==> src/logic/cssl_pkg.sv <==
// Shared constants and types for the stack and status logic.
package cssl_pkg;

	// Register port word offsets.
	localparam logic [3:0] REG_STATUS = 4'h0;
	localparam logic [3:0] REG_CORE_CTRL = 4'h1;
	localparam logic [3:0] REG_INT_CTRL1 = 4'h2;
	localparam logic [3:0] REG_STACK_PTR = 4'h3;

	// Stack pointer reset value, step per word and alignment mask.
	localparam logic [15:0] SP_RESET = 16'h1000;
	localparam logic [15:0] STACK_STEP = 16'h0002;
	localparam logic [15:0] SP_ALIGN_MASK = 16'hFFFE;

	// Status register layout and software access masks.
	localparam logic [15:0] SR_RESET = 16'h0000;
	localparam logic [15:0] SR_SW_MASK = 16'hF10F;
	localparam logic [15:0] SR_CLR_MASK = 16'h0C00;
	localparam int SR_IPL_LO = 5;
	localparam int SR_IPL_HI = 7;
	localparam logic [2:0] IPL_ALL_OFF = 3'h7;

	// Control register bit positions.
	localparam int CORE_IPL3_BIT = 3;
	localparam int CORE_FRAME_BIT = 2;
	localparam int INT_NEST_BIT = 15;

	// Stacked word layout.
	localparam int PC_HI_LSB = 16;
	localparam int SRL_LSB = 8;
	localparam logic [15:0] PC_HI_MASK = 16'h007F;
	localparam logic [15:0] SRL_MASK = 16'h00FF;

	// Operand masks: near data space, short and long literals.
	localparam logic [15:0] NEAR_MASK = 16'h1FFF;
	localparam logic [15:0] LIT5_MASK = 16'h001F;
	localparam logic [15:0] LIT10_MASK = 16'h03FF;

	// Working register indices with special roles.
	localparam logic [3:0] W0_IDX = 4'h0;
	localparam logic [3:0] FP_IDX = 4'hE;
	localparam logic [3:0] SP_IDX = 4'hF;

	// Commands from the execution logic.
	typedef enum logic [2:0] {CMD_CALL, CMD_EXC, CMD_RET, CMD_RETFIE,
		CMD_WRITE_W, CMD_READ_W, CMD_EADDR} cssl_cmd_t;

	// Operand addressing modes.
	typedef enum logic [2:0] {MODE_DIRECT, MODE_INDIRECT, MODE_POST, MODE_PRE,
		MODE_LIT5, MODE_LIT10, MODE_FILE, MODE_MOVE} cssl_mode_t;

	// Sequencer states.
	typedef enum logic [2:0] {ST_IDLE, ST_PUSH_HI, ST_POP_LO, ST_POP_HIDATA,
		ST_POP_LODATA, ST_W_USE} cssl_state_t;

endpackage

==> src/logic/cssl_default_working_reg_mem.sv <==
`timescale 1ns/100ps
// Working register storage; the read word is registered.
module cssl_default_working_reg_mem (
	input wire logic clk,
	input wire logic rst_n,
	input wire logic wrEn,
	input wire logic [3:0] wrIdx,
	input wire logic [15:0] wrData,
	input wire logic [3:0] rdIdx,
	output logic [15:0] rdData
);

	// All state of the store.
	typedef struct packed {
		logic [15:0][15:0] words;
		logic [15:0] rd;
	} cssl_mem_t;

	cssl_mem_t mem_q;
	cssl_mem_t mem_d;

	// Read sees the old word when it hits a word written in the same cycle.
	always_comb begin
		mem_d = mem_q;
		mem_d.rd = mem_q.words[rdIdx];
		if (wrEn) begin
			mem_d.words[wrIdx] = wrData;
		end
	end

	// Registers clear on reset.
	always_ff @(posedge clk) begin
		if (!rst_n) begin
			mem_q <= '0;
		end else begin
			mem_q <= mem_d;
		end
	end

	assign rdData = mem_q.rd;

endmodule // cssl_default_working_reg_mem

==> src/logic/cssl_core.sv <==
// The plain strobed port and the placing of the registers are this design's own decisions.
`timescale 1ns/100ps
// Notes on behaviour
// - Stack pointer bit zero always reads zero.
// - Every reset loads stack pointer with 0x1000.
// - Pointer at next free word; grows upward.
// - Push counter low word, then high bits.
// - Call push zero-fills upper second word.
// - Exception push carries status low byte.
// - Stack pointer never paged; frame pointer unpaged only in frame mode.
// - Stack pointer accessible like any working register.
// - File address is 13 bits, near space.
// - File operations default to working register zero.
// - Move reaches the whole data space.
// - Three-operand: direct register, register or literal.
// - Direct, indirect, post, pre, literal modes.
// - Status bits 7-5 hold priority; 7 masks.
// - Top priority bit from core control.
// - Priority bits locked against port writes while nesting disabled.
module cssl_core (
	input wire logic clk,
	input wire logic rst_n,
	input wire logic [3:0] regAddr,
	input wire logic [15:0] regWrData,
	input wire logic regWr,
	input wire logic regRd,
	output logic [15:0] regRdData,
	input wire logic cmdValid,
	input cssl_pkg::cssl_cmd_t cmdCode,
	input cssl_pkg::cssl_mode_t cmdMode,
	input wire logic [3:0] cmdReg,
	input wire logic [15:0] cmdData,
	input wire logic cmdDec,
	input wire logic [22:0] cmdPc,
	input wire logic [2:0] cmdLevel,
	output logic cmdReady,
	output logic opDone,
	output logic [15:0] opResult,
	output logic [15:0] opAddr,
	output logic [22:0] opPc,
	output logic opNoPage,
	output logic memWe,
	output logic memRe,
	output logic [15:0] memAddr,
	output logic [15:0] memWrData,
	input wire logic [15:0] memRdData,
	output logic [3:0] cpuPriority,
	output logic userIntOff
);

	// All state of the block but the working register store in one record.
	typedef struct packed {
		cssl_pkg::cssl_state_t state;
		cssl_pkg::cssl_cmd_t code;
		cssl_pkg::cssl_mode_t mode;
		logic [3:0] reg_;
		logic [15:0] data;
		logic dec;
		logic [15:0] sp;
		logic [15:0] sr;
		logic ipl3;
		logic frameMode;
		logic nestDis;
		logic [15:0] hiWord;
		logic [15:0] rdData;
		logic ready;
		logic done;
		logic [15:0] result;
		logic [15:0] addr;
		logic [22:0] pc;
		logic noPage;
		logic memWe;
		logic memRe;
		logic [15:0] memAddr;
		logic [15:0] memWrData;
		logic [3:0] prio;
		logic intOff;
	} cssl_core_t;

	cssl_core_t st_q;
	cssl_core_t st_d;

	// Working register store ports, driven by the next-state logic.
	logic wrfWe;
	logic [3:0] wrfWrIdx;
	logic [15:0] wrfWrData;
	logic [3:0] wrfRdIdx;
	logic [15:0] wrfRdData;

	// Helpers for the sequencer and the checks below.
	logic accept;
	logic [15:0] wVal;
	logic [15:0] wMod;
	logic [15:0] spLess;
	logic [15:0] pcHiWord;

	cssl_default_working_reg_mem u_default_working_reg (
		.clk(clk),
		.rst_n(rst_n),
		.wrEn(wrfWe),
		.wrIdx(wrfWrIdx),
		.wrData(wrfWrData),
		.rdIdx(wrfRdIdx),
		.rdData(wrfRdData)
	);

	// A command is taken only while the sequencer is idle.
	assign accept = cmdValid && st_q.ready;
	// The stack pointer lives in flops, the rest in the store.
	assign wVal = (st_q.reg_ == cssl_pkg::SP_IDX) ? st_q.sp : wrfRdData;
	// Modified pointer for the post and pre modes, one word either way.
	assign wMod = st_q.dec ? (wVal - cssl_pkg::STACK_STEP) : (wVal + cssl_pkg::STACK_STEP);
	assign spLess = st_q.sp - cssl_pkg::STACK_STEP;
	// Upper counter bits land in the low seven bits, the rest zero.
	assign pcHiWord = 16'(cmdPc >> cssl_pkg::PC_HI_LSB);

	// Next-state logic: register port first, the sequencer after it.
	// The sequencer wins on the stack pointer, so a port write in a
	// push or pop cycle is lost; software must not race the hardware.
	always_comb begin
		st_d = st_q;
		st_d.done = 1'b0;
		st_d.memWe = 1'b0;
		st_d.memRe = 1'b0;
		wrfWe = 1'b0;
		wrfWrIdx = st_q.reg_;
		wrfWrData = cmdData;
		wrfRdIdx = cmdReg;

		// Register port writes.
		if (regWr) begin
			case (regAddr)
				cssl_pkg::REG_STATUS: begin
					st_d.sr = (st_q.sr & ~cssl_pkg::SR_SW_MASK) |
						(regWrData & cssl_pkg::SR_SW_MASK);
					// Sticky overflow bits can only be cleared.
					st_d.sr = st_d.sr & (~cssl_pkg::SR_CLR_MASK | regWrData);
					// The priority field is frozen while nesting is off.
					if (!st_q.nestDis) begin
						st_d.sr[cssl_pkg::SR_IPL_HI:cssl_pkg::SR_IPL_LO] =
							regWrData[cssl_pkg::SR_IPL_HI:cssl_pkg::SR_IPL_LO];
					end
				end
				cssl_pkg::REG_CORE_CTRL: begin
					st_d.ipl3 = regWrData[cssl_pkg::CORE_IPL3_BIT];
					st_d.frameMode = regWrData[cssl_pkg::CORE_FRAME_BIT];
				end
				cssl_pkg::REG_INT_CTRL1: begin
					st_d.nestDis = regWrData[cssl_pkg::INT_NEST_BIT];
				end
				cssl_pkg::REG_STACK_PTR: begin
					st_d.sp = regWrData & cssl_pkg::SP_ALIGN_MASK;
				end
				default: begin
					// Unmapped offsets ignore writes.
				end
			endcase
		end

		// Register port reads; data stand from the next cycle until the next read.
		if (regRd) begin
			case (regAddr)
				cssl_pkg::REG_STATUS: st_d.rdData = st_q.sr;
				cssl_pkg::REG_CORE_CTRL: st_d.rdData =
					(16'(st_q.ipl3) << cssl_pkg::CORE_IPL3_BIT) |
					(16'(st_q.frameMode) << cssl_pkg::CORE_FRAME_BIT);
				cssl_pkg::REG_INT_CTRL1: st_d.rdData =
					16'(st_q.nestDis) << cssl_pkg::INT_NEST_BIT;
				cssl_pkg::REG_STACK_PTR: st_d.rdData = st_q.sp;
				default: st_d.rdData = '0;
			endcase
		end

		// Command sequencer.
		case (st_q.state)
			cssl_pkg::ST_IDLE: begin
				if (accept) begin
					st_d.code = cmdCode;
					st_d.mode = cmdMode;
					st_d.reg_ = cmdReg;
					st_d.data = cmdData;
					st_d.dec = cmdDec;
					case (cmdCode)
						cssl_pkg::CMD_CALL, cssl_pkg::CMD_EXC: begin
							// Low counter word first, at the free word.
							st_d.memWe = 1'b1;
							st_d.memAddr = st_q.sp;
							st_d.memWrData = cmdPc[15:0];
							st_d.sp = st_q.sp + cssl_pkg::STACK_STEP;
							st_d.hiWord = pcHiWord;
							if (cmdCode == cssl_pkg::CMD_EXC) begin
								// Old status low byte rides with the counter.
								st_d.hiWord = pcHiWord |
									((st_q.sr & cssl_pkg::SRL_MASK) << cssl_pkg::SRL_LSB);
								st_d.sr[cssl_pkg::SR_IPL_HI:cssl_pkg::SR_IPL_LO] = cmdLevel;
							end
							st_d.state = cssl_pkg::ST_PUSH_HI;
						end
						cssl_pkg::CMD_RET, cssl_pkg::CMD_RETFIE: begin
							// Decrement before the read; high word comes back first.
							st_d.memRe = 1'b1;
							st_d.memAddr = spLess;
							st_d.sp = spLess;
							st_d.state = cssl_pkg::ST_POP_LO;
						end
						cssl_pkg::CMD_WRITE_W: begin
							if (cmdReg == cssl_pkg::SP_IDX) begin
								st_d.sp = cmdData & cssl_pkg::SP_ALIGN_MASK;
							end else begin
								wrfWe = 1'b1;
								wrfWrIdx = cmdReg;
							end
							st_d.done = 1'b1;
						end
						default: begin
							// Reads and address work need the stored word first.
							if (cmdCode == cssl_pkg::CMD_EADDR && cmdMode == cssl_pkg::MODE_FILE) begin
								wrfRdIdx = cssl_pkg::W0_IDX;
								st_d.reg_ = cssl_pkg::W0_IDX;
							end
							st_d.state = cssl_pkg::ST_W_USE;
						end
					endcase
				end
			end
			cssl_pkg::ST_PUSH_HI: begin
				// Second word at the next free location.
				st_d.memWe = 1'b1;
				st_d.memAddr = st_q.sp;
				st_d.memWrData = st_q.hiWord;
				st_d.sp = st_q.sp + cssl_pkg::STACK_STEP;
				st_d.done = 1'b1;
				st_d.state = cssl_pkg::ST_IDLE;
			end
			cssl_pkg::ST_POP_LO: begin
				st_d.memRe = 1'b1;
				st_d.memAddr = spLess;
				st_d.sp = spLess;
				st_d.state = cssl_pkg::ST_POP_HIDATA;
			end
			cssl_pkg::ST_POP_HIDATA: begin
				st_d.hiWord = memRdData;
				st_d.state = cssl_pkg::ST_POP_LODATA;
			end
			cssl_pkg::ST_POP_LODATA: begin
				st_d.pc = (23'(st_q.hiWord & cssl_pkg::PC_HI_MASK) << cssl_pkg::PC_HI_LSB) |
					23'(memRdData);
				if (st_q.code == cssl_pkg::CMD_RETFIE) begin
					// Restore the status low byte saved on entry.
					st_d.sr = (st_q.sr & ~cssl_pkg::SRL_MASK) |
						((st_q.hiWord >> cssl_pkg::SRL_LSB) & cssl_pkg::SRL_MASK);
				end
				st_d.done = 1'b1;
				st_d.state = cssl_pkg::ST_IDLE;
			end
			cssl_pkg::ST_W_USE: begin
				st_d.result = wVal;
				st_d.addr = '0;
				// The stack pointer, and the frame pointer in frame mode, stay unpaged.
				st_d.noPage = (st_q.reg_ == cssl_pkg::SP_IDX) ||
					(st_q.reg_ == cssl_pkg::FP_IDX && st_q.frameMode);
				if (st_q.code == cssl_pkg::CMD_EADDR) begin
					case (st_q.mode)
						cssl_pkg::MODE_DIRECT: st_d.result = wVal;
						cssl_pkg::MODE_INDIRECT: st_d.addr = wVal;
						cssl_pkg::MODE_POST: begin
							st_d.addr = wVal;
							wrfWe = (st_q.reg_ != cssl_pkg::SP_IDX);
							wrfWrData = wMod;
							if (st_q.reg_ == cssl_pkg::SP_IDX) begin
								st_d.sp = wMod & cssl_pkg::SP_ALIGN_MASK;
							end
						end
						cssl_pkg::MODE_PRE: begin
							st_d.addr = wMod;
							wrfWe = (st_q.reg_ != cssl_pkg::SP_IDX);
							wrfWrData = wMod;
							if (st_q.reg_ == cssl_pkg::SP_IDX) begin
								st_d.sp = wMod & cssl_pkg::SP_ALIGN_MASK;
							end
						end
						cssl_pkg::MODE_LIT5: st_d.result = st_q.data & cssl_pkg::LIT5_MASK;
						cssl_pkg::MODE_LIT10: st_d.result = st_q.data & cssl_pkg::LIT10_MASK;
						cssl_pkg::MODE_FILE: begin
							// Near space only; the operand is the default register.
							st_d.addr = st_q.data & cssl_pkg::NEAR_MASK;
							st_d.noPage = 1'b0;
						end
						cssl_pkg::MODE_MOVE: st_d.addr = st_q.data;
						default: st_d.addr = '0;
					endcase
				end
				st_d.done = 1'b1;
				st_d.state = cssl_pkg::ST_IDLE;
			end
			default: st_d.state = cssl_pkg::ST_IDLE;
		endcase

		// Registered ready flag and views of the effective priority.
		st_d.ready = (st_d.state == cssl_pkg::ST_IDLE);
		st_d.prio = {st_d.ipl3, st_d.sr[cssl_pkg::SR_IPL_HI:cssl_pkg::SR_IPL_LO]};
		st_d.intOff = st_d.ipl3 ||
			(st_d.sr[cssl_pkg::SR_IPL_HI:cssl_pkg::SR_IPL_LO] == cssl_pkg::IPL_ALL_OFF);
	end

	// State register; every reset reloads the stack pointer.
	always_ff @(posedge clk) begin
		if (!rst_n) begin
			st_q <= '0;
			st_q.state <= cssl_pkg::ST_IDLE;
			st_q.sp <= cssl_pkg::SP_RESET;
			st_q.sr <= cssl_pkg::SR_RESET;
			st_q.ready <= 1'b1;
		end else begin
			st_q <= st_d;
		end
	end

	// Outputs straight from the state flops.
	assign regRdData = st_q.rdData;
	assign cmdReady = st_q.ready;
	assign opDone = st_q.done;
	assign opResult = st_q.result;
	assign opAddr = st_q.addr;
	assign opPc = st_q.pc;
	assign opNoPage = st_q.noPage;
	assign memWe = st_q.memWe;
	assign memRe = st_q.memRe;
	assign memAddr = st_q.memAddr;
	assign memWrData = st_q.memWrData;
	assign cpuPriority = st_q.prio;
	assign userIntOff = st_q.intOff;

	// Checks.
	logic [15:0] pcLo;
	logic [7:0] srLow;
	logic [2:0] iplNow;
	assign pcLo = cmdPc[15:0];
	assign srLow = st_q.sr[7:0];
	assign iplNow = st_q.sr[cssl_pkg::SR_IPL_HI:cssl_pkg::SR_IPL_LO];

	spAlign_a: assert property (@(posedge clk) disable iff (!rst_n) !st_q.sp[0])
		else $error("Stack pointer is odd.");
	spReset_a: assert property (@(posedge clk) !rst_n |=> st_q.sp == cssl_pkg::SP_RESET)
		else $error("Stack pointer not reloaded by reset.");
	pushLow_a: assert property (@(posedge clk) disable iff (!rst_n)
		accept && cmdCode == cssl_pkg::CMD_CALL |=>
		memWe && memAddr == $past(st_q.sp) && memWrData == $past(pcLo))
		else $error("Low counter word not pushed at free word.");
	callHigh_a: assert property (@(posedge clk) disable iff (!rst_n)
		accept && cmdCode == cssl_pkg::CMD_CALL |=> ##1
		memWe && memWrData[15:7] == '0 && memAddr == $past(st_q.sp, 2) + cssl_pkg::STACK_STEP)
		else $error("Call high word wrong.");
	excStatus_a: assert property (@(posedge clk) disable iff (!rst_n)
		accept && cmdCode == cssl_pkg::CMD_EXC |=> ##1 memWe && memWrData[15:8] == $past(srLow, 2))
		else $error("Status low byte not stacked.");
	popDec_a: assert property (@(posedge clk) disable iff (!rst_n)
		accept && cmdCode == cssl_pkg::CMD_RET |=>
		memRe && memAddr == $past(st_q.sp) - cssl_pkg::STACK_STEP)
		else $error("Pop did not pre-decrement.");
	pushStep_a: assert property (@(posedge clk) disable iff (!rst_n)
		accept && cmdCode == cssl_pkg::CMD_CALL |-> ##2 opDone && st_q.sp == $past(st_q.sp, 2) + 16'h0004)
		else $error("Counter push did not advance by four.");
	iplLock_a: assert property (@(posedge clk) disable iff (!rst_n)
		st_q.nestDis && regWr && regAddr == cssl_pkg::REG_STATUS &&
		!(accept && cmdCode == cssl_pkg::CMD_EXC) && st_q.state != cssl_pkg::ST_POP_LODATA
		|=> $stable(iplNow))
		else $error("Priority changed while locked.");
	prioOut_a: assert property (@(posedge clk) disable iff (!rst_n)
		cpuPriority == {st_q.ipl3, iplNow})
		else $error("Effective priority wrong.");
	intOff_a: assert property (@(posedge clk) disable iff (!rst_n)
		userIntOff == (st_q.ipl3 || iplNow == cssl_pkg::IPL_ALL_OFF))
		else $error("User interrupt disable wrong.");
	nearAddr_a: assert property (@(posedge clk) disable iff (!rst_n)
		accept && cmdCode == cssl_pkg::CMD_EADDR && cmdMode == cssl_pkg::MODE_FILE |-> ##2
		opDone && opAddr == ($past(cmdData, 2) & cssl_pkg::NEAR_MASK))
		else $error("File address not near.");

endmodule // cssl_core

==> config.mk <==
export PLATFORM = sky130hd
export DESIGN_NAME = cssl_core
export DESIGN_NICKNAME = d
export VERILOG_FILES = /design/src/logic/cssl_pkg.sv /design/src/logic/cssl_default_working_reg_mem.sv /design/src/logic/cssl_core.sv
export SDC_FILE = /design/constraint.sdc
export NUM_CORES = 1
export LEC_CHECK = 0
export ABC_AREA = 1
export BUFFER_PORTS_ARGS = -buffer_cell sky130_fd_sc_hd__buf_4
export CORE_ASPECT_RATIO = 0.6
export CORE_MARGIN = 2
export CORE_UTILIZATION = 45
export CTS_CLUSTER_DIAMETER = 100
export DETAILED_ROUTE_END_ITERATION = 10
export PLACE_DENSITY = 0.65
export RECOVER_POWER = 25
export SLEW_MARGIN = 20
export SYNTH_ARGS = -nofsm -noshare
export SYNTH_HDL_FRONTEND = slang
export SYNTH_SLANG_ARGS = --single-unit
==> constraint.sdc <==
create_clock -name clk -period 2.6 [get_ports clk]
set_input_delay 0.13 -clock clk [delete_from_list [all_inputs] [get_ports clk]]
set_output_delay 0.13 -clock clk [all_outputs]
set_load 0.02 [all_outputs]
After elaboration in Yosys (flattened, before gate mapping)
Index checks and enable logic that the tools add are counted.
{ "totals": {"reg_bits": 466, "out_inout_bits": 113, "elab_cells": 179} }
{ "classes": {"n_addsub": 4, "order_cmp": 3, "eq_ne": 31, "muxes": 68, "bitwise_logic": 6, "n_reduce_logical": 25} }
{ "op_table": {"columns": ["op", "n"], "rows": [
  ["two-way mux 16 bit", 18],
  ["bitwise mux 256 bit", 1],
  ["one-hot mux 16 bit (4 select lines)", 3],
  ["one-hot mux 16 bit (2 select lines)", 4],
  ["one-hot mux 16 bit (3 select lines)", 2],
  ["binary-select mux 16 bit (select 4 bit)", 1],
  ["demux 16 bit (select 4 bit)", 1],
  ["two-way mux 46 bit", 1],
  ["two-way mux 35 bit", 1],
  ["two-way mux 34 bit", 1],
  ["equality test 3 bit, second input constant", 11],
  ["adder 16 x 2 -> 16 bit, second input constant", 2],
  ["two-way mux 32 bit", 1],
  ["two-way mux 4 bit", 8],
  ["subtractor 16 x 2 -> 16 bit, second input constant", 2],
  ["OR 23 x 16 -> 23 bit", 1],
  ["equality test 3 x 2 -> 1 bit, second input constant", 7],
  ["one-hot mux 3 bit (3 select lines)", 2],
  ["bitwise AND 16 bit", 1],
  ["OR 12 x 16 -> 16 bit", 1],
  ["OR 16 x 8 -> 16 bit", 1],
  ["OR 7 x 16 -> 16 bit", 1],
  ["equality test 4 bit, second input constant", 3],
  ["two-way mux 1 bit", 12],
  ["27 further kinds", 51]
]} }

Longest topological paths before layout
{ "depth": {"ltp_word": 11, "mapped_depth": 22} }

Cells and area by module
From an unflattened synthesis, not the netlist that was laid out.
{ "unflattened": {"cells_unflattened": 3569, "hier_area_um2": 23904.2} }
{ "modules_own_cells": {"columns": ["module", "n_inst", "cells_each", "area_each_um2", "seq_area_each_um2"], "rows": [
  ["cssl_default_working_reg_mem", 1, 1731, 12022.8, 5445.2],
  ["cssl_core", 1, 1838, 11881.4, 3783.6]
]} }

Worst setup path after synthesis
OpenSTA, ideal clock, no wires.
{ "synth_timing": {"kind": "reg-to-reg", "start": "register st_q[182] (netlist bit)", "end": "register u_default_working_reg.mem_q[23] (netlist bit)", "arrival_ps": 2778, "required_time_ps": 2530, "slack_ps": -248, "stages_incl_launch_ff": 17, "path_cell_list": "dfxtp_1 nand2_1 inv_1 nand2_1 clkbuf_1 o21ai_0 fa_1 nand2_1 a21oi_1 nand2_1 nand2_1 xor2_1 nand2_1 o21ai_0 clkbuf_1 nand2_1 a21oi_1"} }
{ "synth_via": {"elab_chain_len": 9} }
{ "synth_rtl": {"columns": ["item", "line_no", "source"], "rows": [
  ["start, declared", "cssl_core.sv:80", "cssl_core_t st_q;"],
  ["start signal, assigned", "cssl_core.sv:315", "st_q <= st_d;"],
  ["parallel branches: the longest is 9 deep, another holds adder 16 x 2 -> 16 bit", null, null],
  ["end signal, assigned", "cssl_default_working_reg_mem.sv:36", "mem_q <= mem_d;"],
  ["end, declared", "cssl_default_working_reg_mem.sv:19", "cssl_mem_t mem_q;"]
]} }
Several ways; the timed one is not identified.
A chain may end at the register's enable or synchronous reset.

Worst setup path in the final report
{ "layout_timing": {"start": "register st_q[184] (netlist bit)", "end": "register st_q (netlist bit opAddr[6])"} }
{ "layout_via": {"elab_chain_len": 6} }
{ "layout_rtl": {"columns": ["item", "line_no", "source"], "rows": [
  ["equality test 4 bit (*)", "cssl_core.sv:110", "assign wVal = (st_q.reg_ == cssl_pkg::SP_IDX) ? st_q.sp : wrfRdData;"],
  ["two-way mux 16 bit (*)", "cssl_core.sv:110", null],
  ["adder 16 x 2 -> 16 bit or subtractor 16 x 2 -> 16 bit (tied branches)", "cssl_core.sv:112", "assign wMod = st_q.dec ? (wVal - cssl_pkg::STACK_STEP) : (wVal + cssl_pkg::STACK_STEP);"],
  ["two-way mux 16 bit", "cssl_core.sv:112", null],
  ["one-hot mux 16 bit (4 select lines) (*)", "cssl_core.sv:263", "case (st_q.mode)"],
  ["two-way mux 32 bit (*)", "cssl_core.sv:262", "if (st_q.code == cssl_pkg::CMD_EADDR) begin"]
]} }
Every way passes the cells marked *; elsewhere a longest branch is shown, timed or not.

==> results.toml <==
[outcome]
status = "finished with violations"
violations = "negative setup slack"

[yosys]
syn_nets = 3715
netlist.area_leader.share_pct = 38.0
ys_top_cells_by_area = "dfxtp_1, nand2_1, nand3_1"
synth_edf_count = 0
yosysTopAreaCell = "dfxtp_1"
ys_types = 48
synth_ff_type = "dfxtp_1"
synth_seq_area_share_pct = 38.0
synth.avg_cell_area_um2 = 6.74
syn_area_um2 = 24300
async_reset_ff_share_pct = 0
synthCells = 3602
ys_warn_count = 0
yosysMostFrequentCell = "nand2_1"
yosys_register_bits = 461
synthTopCellsByCount = "nand2_1, dfxtp_1, nand3_1"

[cells_and_area]
fin_nets = 4014
layout-drive-gt1-share_pct = 19.9
n_fill_cell = 5071
antenna-diode-count = 0
fin_cells = 4635
area_growth_pct = 26.9

[critical_path]
critical_path.max_fanout = 6
startpoint_type = "register"
critPathKind = "reg2reg"
end_kind = "register"
crit_required_ns = 3.11
cp.arrival_ns = 3.20

[timing]
worstMarginPinSlew_ns = 1.08
rsz0062_at_grt = "true"
drv_slew = 0
setup_viol_count_final = 34
max_freq_mhz = 372
slew_headroom_pct = 28.1
fin_tns_setup_ns = -0.694
hold_viol = 0
fin_crit_ns = 2.69
post-route-period-util_pct = 103
fin_skew_ns = 0.0178
timing.final.ws_setup_ns = -0.0882

[cts]
insertion_delay_ns = 0.59
cts.path.max_buffers = 3
cts_buffers = 45
cts_max_level = 2
cts_num_sinks = 461
cts.clk_slew.worst_paths_ns = 0.06
cts_root_buffer = "clkbuf_16"
cts_tree = "done"

[placement]
port_buffers = 206
gp_congestion = 0.994
dp.final_hpwl_mm = 65.2
dp_cells = 4431

[global_route]
grt_pass1_vias = 22250
grt_usage_pct = 31.7
antenna_found_initial = 4
grt_pass1_wl_mm = 137
grt_max_degree = 166
gr-total-overflow = 0

[floorplanning]
dieArea_um2 = 55900
dieWidth_um = 304
pin_count = 207
die_h_um = 184
rows = 65
fp.coreArea_um2 = 52900
initial_core_util_pct = 45.9

[worst_hold_path]
min_path_type = "in2reg"

[drt]
viasPerCell = 5.56
drt_iter0_drc = 3372
ant_nets = 0
vias = 25773
wire_per_inst_um = 20.2
wirelength_mm = 93.5
firstDrtPassIters = 5
drc = 0

[job]
cap_violations = 0

[power]
power_density_nw_per_um2 = 627
finalPower_mw = 19.3
ir_worst_vdd_mv = 0.415
power_leakage_nw = 13.1
[cells by family after synthesis]
family	after synthesis	synth area share [%]
AOI/OAI and AO/OA	824	18.4
xor gates and xnor gates	14	0.505
adders and majority gates	19	1.01
buffers and inverters	709	13.2
DFF	461	38.0
and+or+nand+nor	1575	28.9
[worst max-delay path: stages, from the launching register on]
cell and delay, ns:
dfxtp_2 0.35, nand2_4 0.07, inv_4 0.08, nand2_8 0.10, clkbuf_16 0.19, nand2_2 0.07
o21ai_2 0.08, ha_4 0.29, nand2_1 0.07, buf_4 0.13, nor2_2 0.11, nand3_2 0.12
nand2_4 0.13, xor2_2 0.25, buf_4 0.16, nand2_1 0.06, nand2_1 0.12, nand2_1 0.10
a21oi_1 0.13
[metal layers]
metal  track usage (%)  vias up  wire length, µm
met5                 0        -                0
met4              6.67        0             1660
met3              8.29      108            12300
met2              40.7     1439            35100
met1              50.7    11896            44500
li1                  -    12330                -
[layout make-up]
class                   count  area [µm²]  area share, %
clock buffers              65        1320           4.29
clock inverters            13         119          0.386
inverters                 381        1460           4.72
multi-input cells        2433       12900           41.9
flip-flops and latches    461        9230           30.0
well taps                 703         880           2.85
repair buffers            578        4900           15.9
repair inverters            1        5.00         0.0162
[stage by stage]
stage / area (µm²) / worst slack [ns] / utilization, % / hold WS, ns
3_3_place_gp: 27300 / -0.292 / 51.6 / 0.386
4_1_cts: 30000 / -0.00646 / 56.6 / 0.0151
5_1_grt: 30800 / -0.167 / 58.2 / 0.0618
6_report: 30800 / -0.0882 / 58.2 / 0.0462
3_5_place_dp: 27300 / -0.318 / 51.6 / 0.391
2_1_floorplan: 24300 / 0.00394 / - / 0.265
[cell usage in the layout (no fill, tap or decap), types with 12 or more instances in the layout]
cell             n
dfxtp_1        457
nand3_2         15
nand2_4         16
clkbuf_16       51
o21ai_0        357
o211ai_1        17
nand2_1        576
or2_2           41
nor2_4          25
inv_2           20
nor3_1          14
nand2_2         58
clkbuf_1       101
a31oi_1         55
a21oi_1        266
o2111ai_1       25
nand3b_1        51
nand3_1        378
a21oi_2         21
ha_4            12
inv_1          345
nor2_2          34
o21ai_1         18
dlygate4sd3_1   93
o21ai_2         18
nor2_1         333
buf_12          42
buf_4          334
[flip-flops by register name, indices dropped and copies added, names as in the netlist]
| register | count |
|---|---|
| cmdReady | 1 |
| userIntOff | 1 |
| memWrData | 16 |
| srLow | 5 |
| u_default_working_reg.mem_q | 256 |
| opPc | 23 |
| iplNow | 3 |
| opAddr | 16 |
| opDone | 1 |
| opNoPage | 1 |
| memRe | 1 |
| st_q | 72 |
| regRdData | 16 |
| u_default_working_reg.rdData | 16 |
| memWe | 1 |
| memAddr | 16 |
| opResult | 16 |
[worst paths after layout]
kind | start | endpoint | slack [ns] | depth (start not counted)
hold reg to reg | u_default_working_reg.mem_q[260] | u_default_working_reg.mem_q[260] | 0.42 | 2
setup / recovery | st_q[184] | opAddr[6] | -0.09 | 18
hold / removal | regAddr[2] | regRdData[15] | 0.05 | 6
setup reg to reg | st_q[184] | opAddr[6] | -0.09 | 18
[what timing repair did]
item,in CTS,in global routing
pin swaps,15,51
setup endpoints to repair,192,235
buffers inserted,5,22
hold buffers,93,0
cloned,1,7
gates resized for setup,65,224
endpoints found under the hold margin,111,0
[where the power goes]
group	switching [mW]	internal, mW
combinational	3.24	1.80
sequential	0.248	7.42
clock	2.97	3.64
total	6.46	12.9
(Power assumes the default switching activity.)
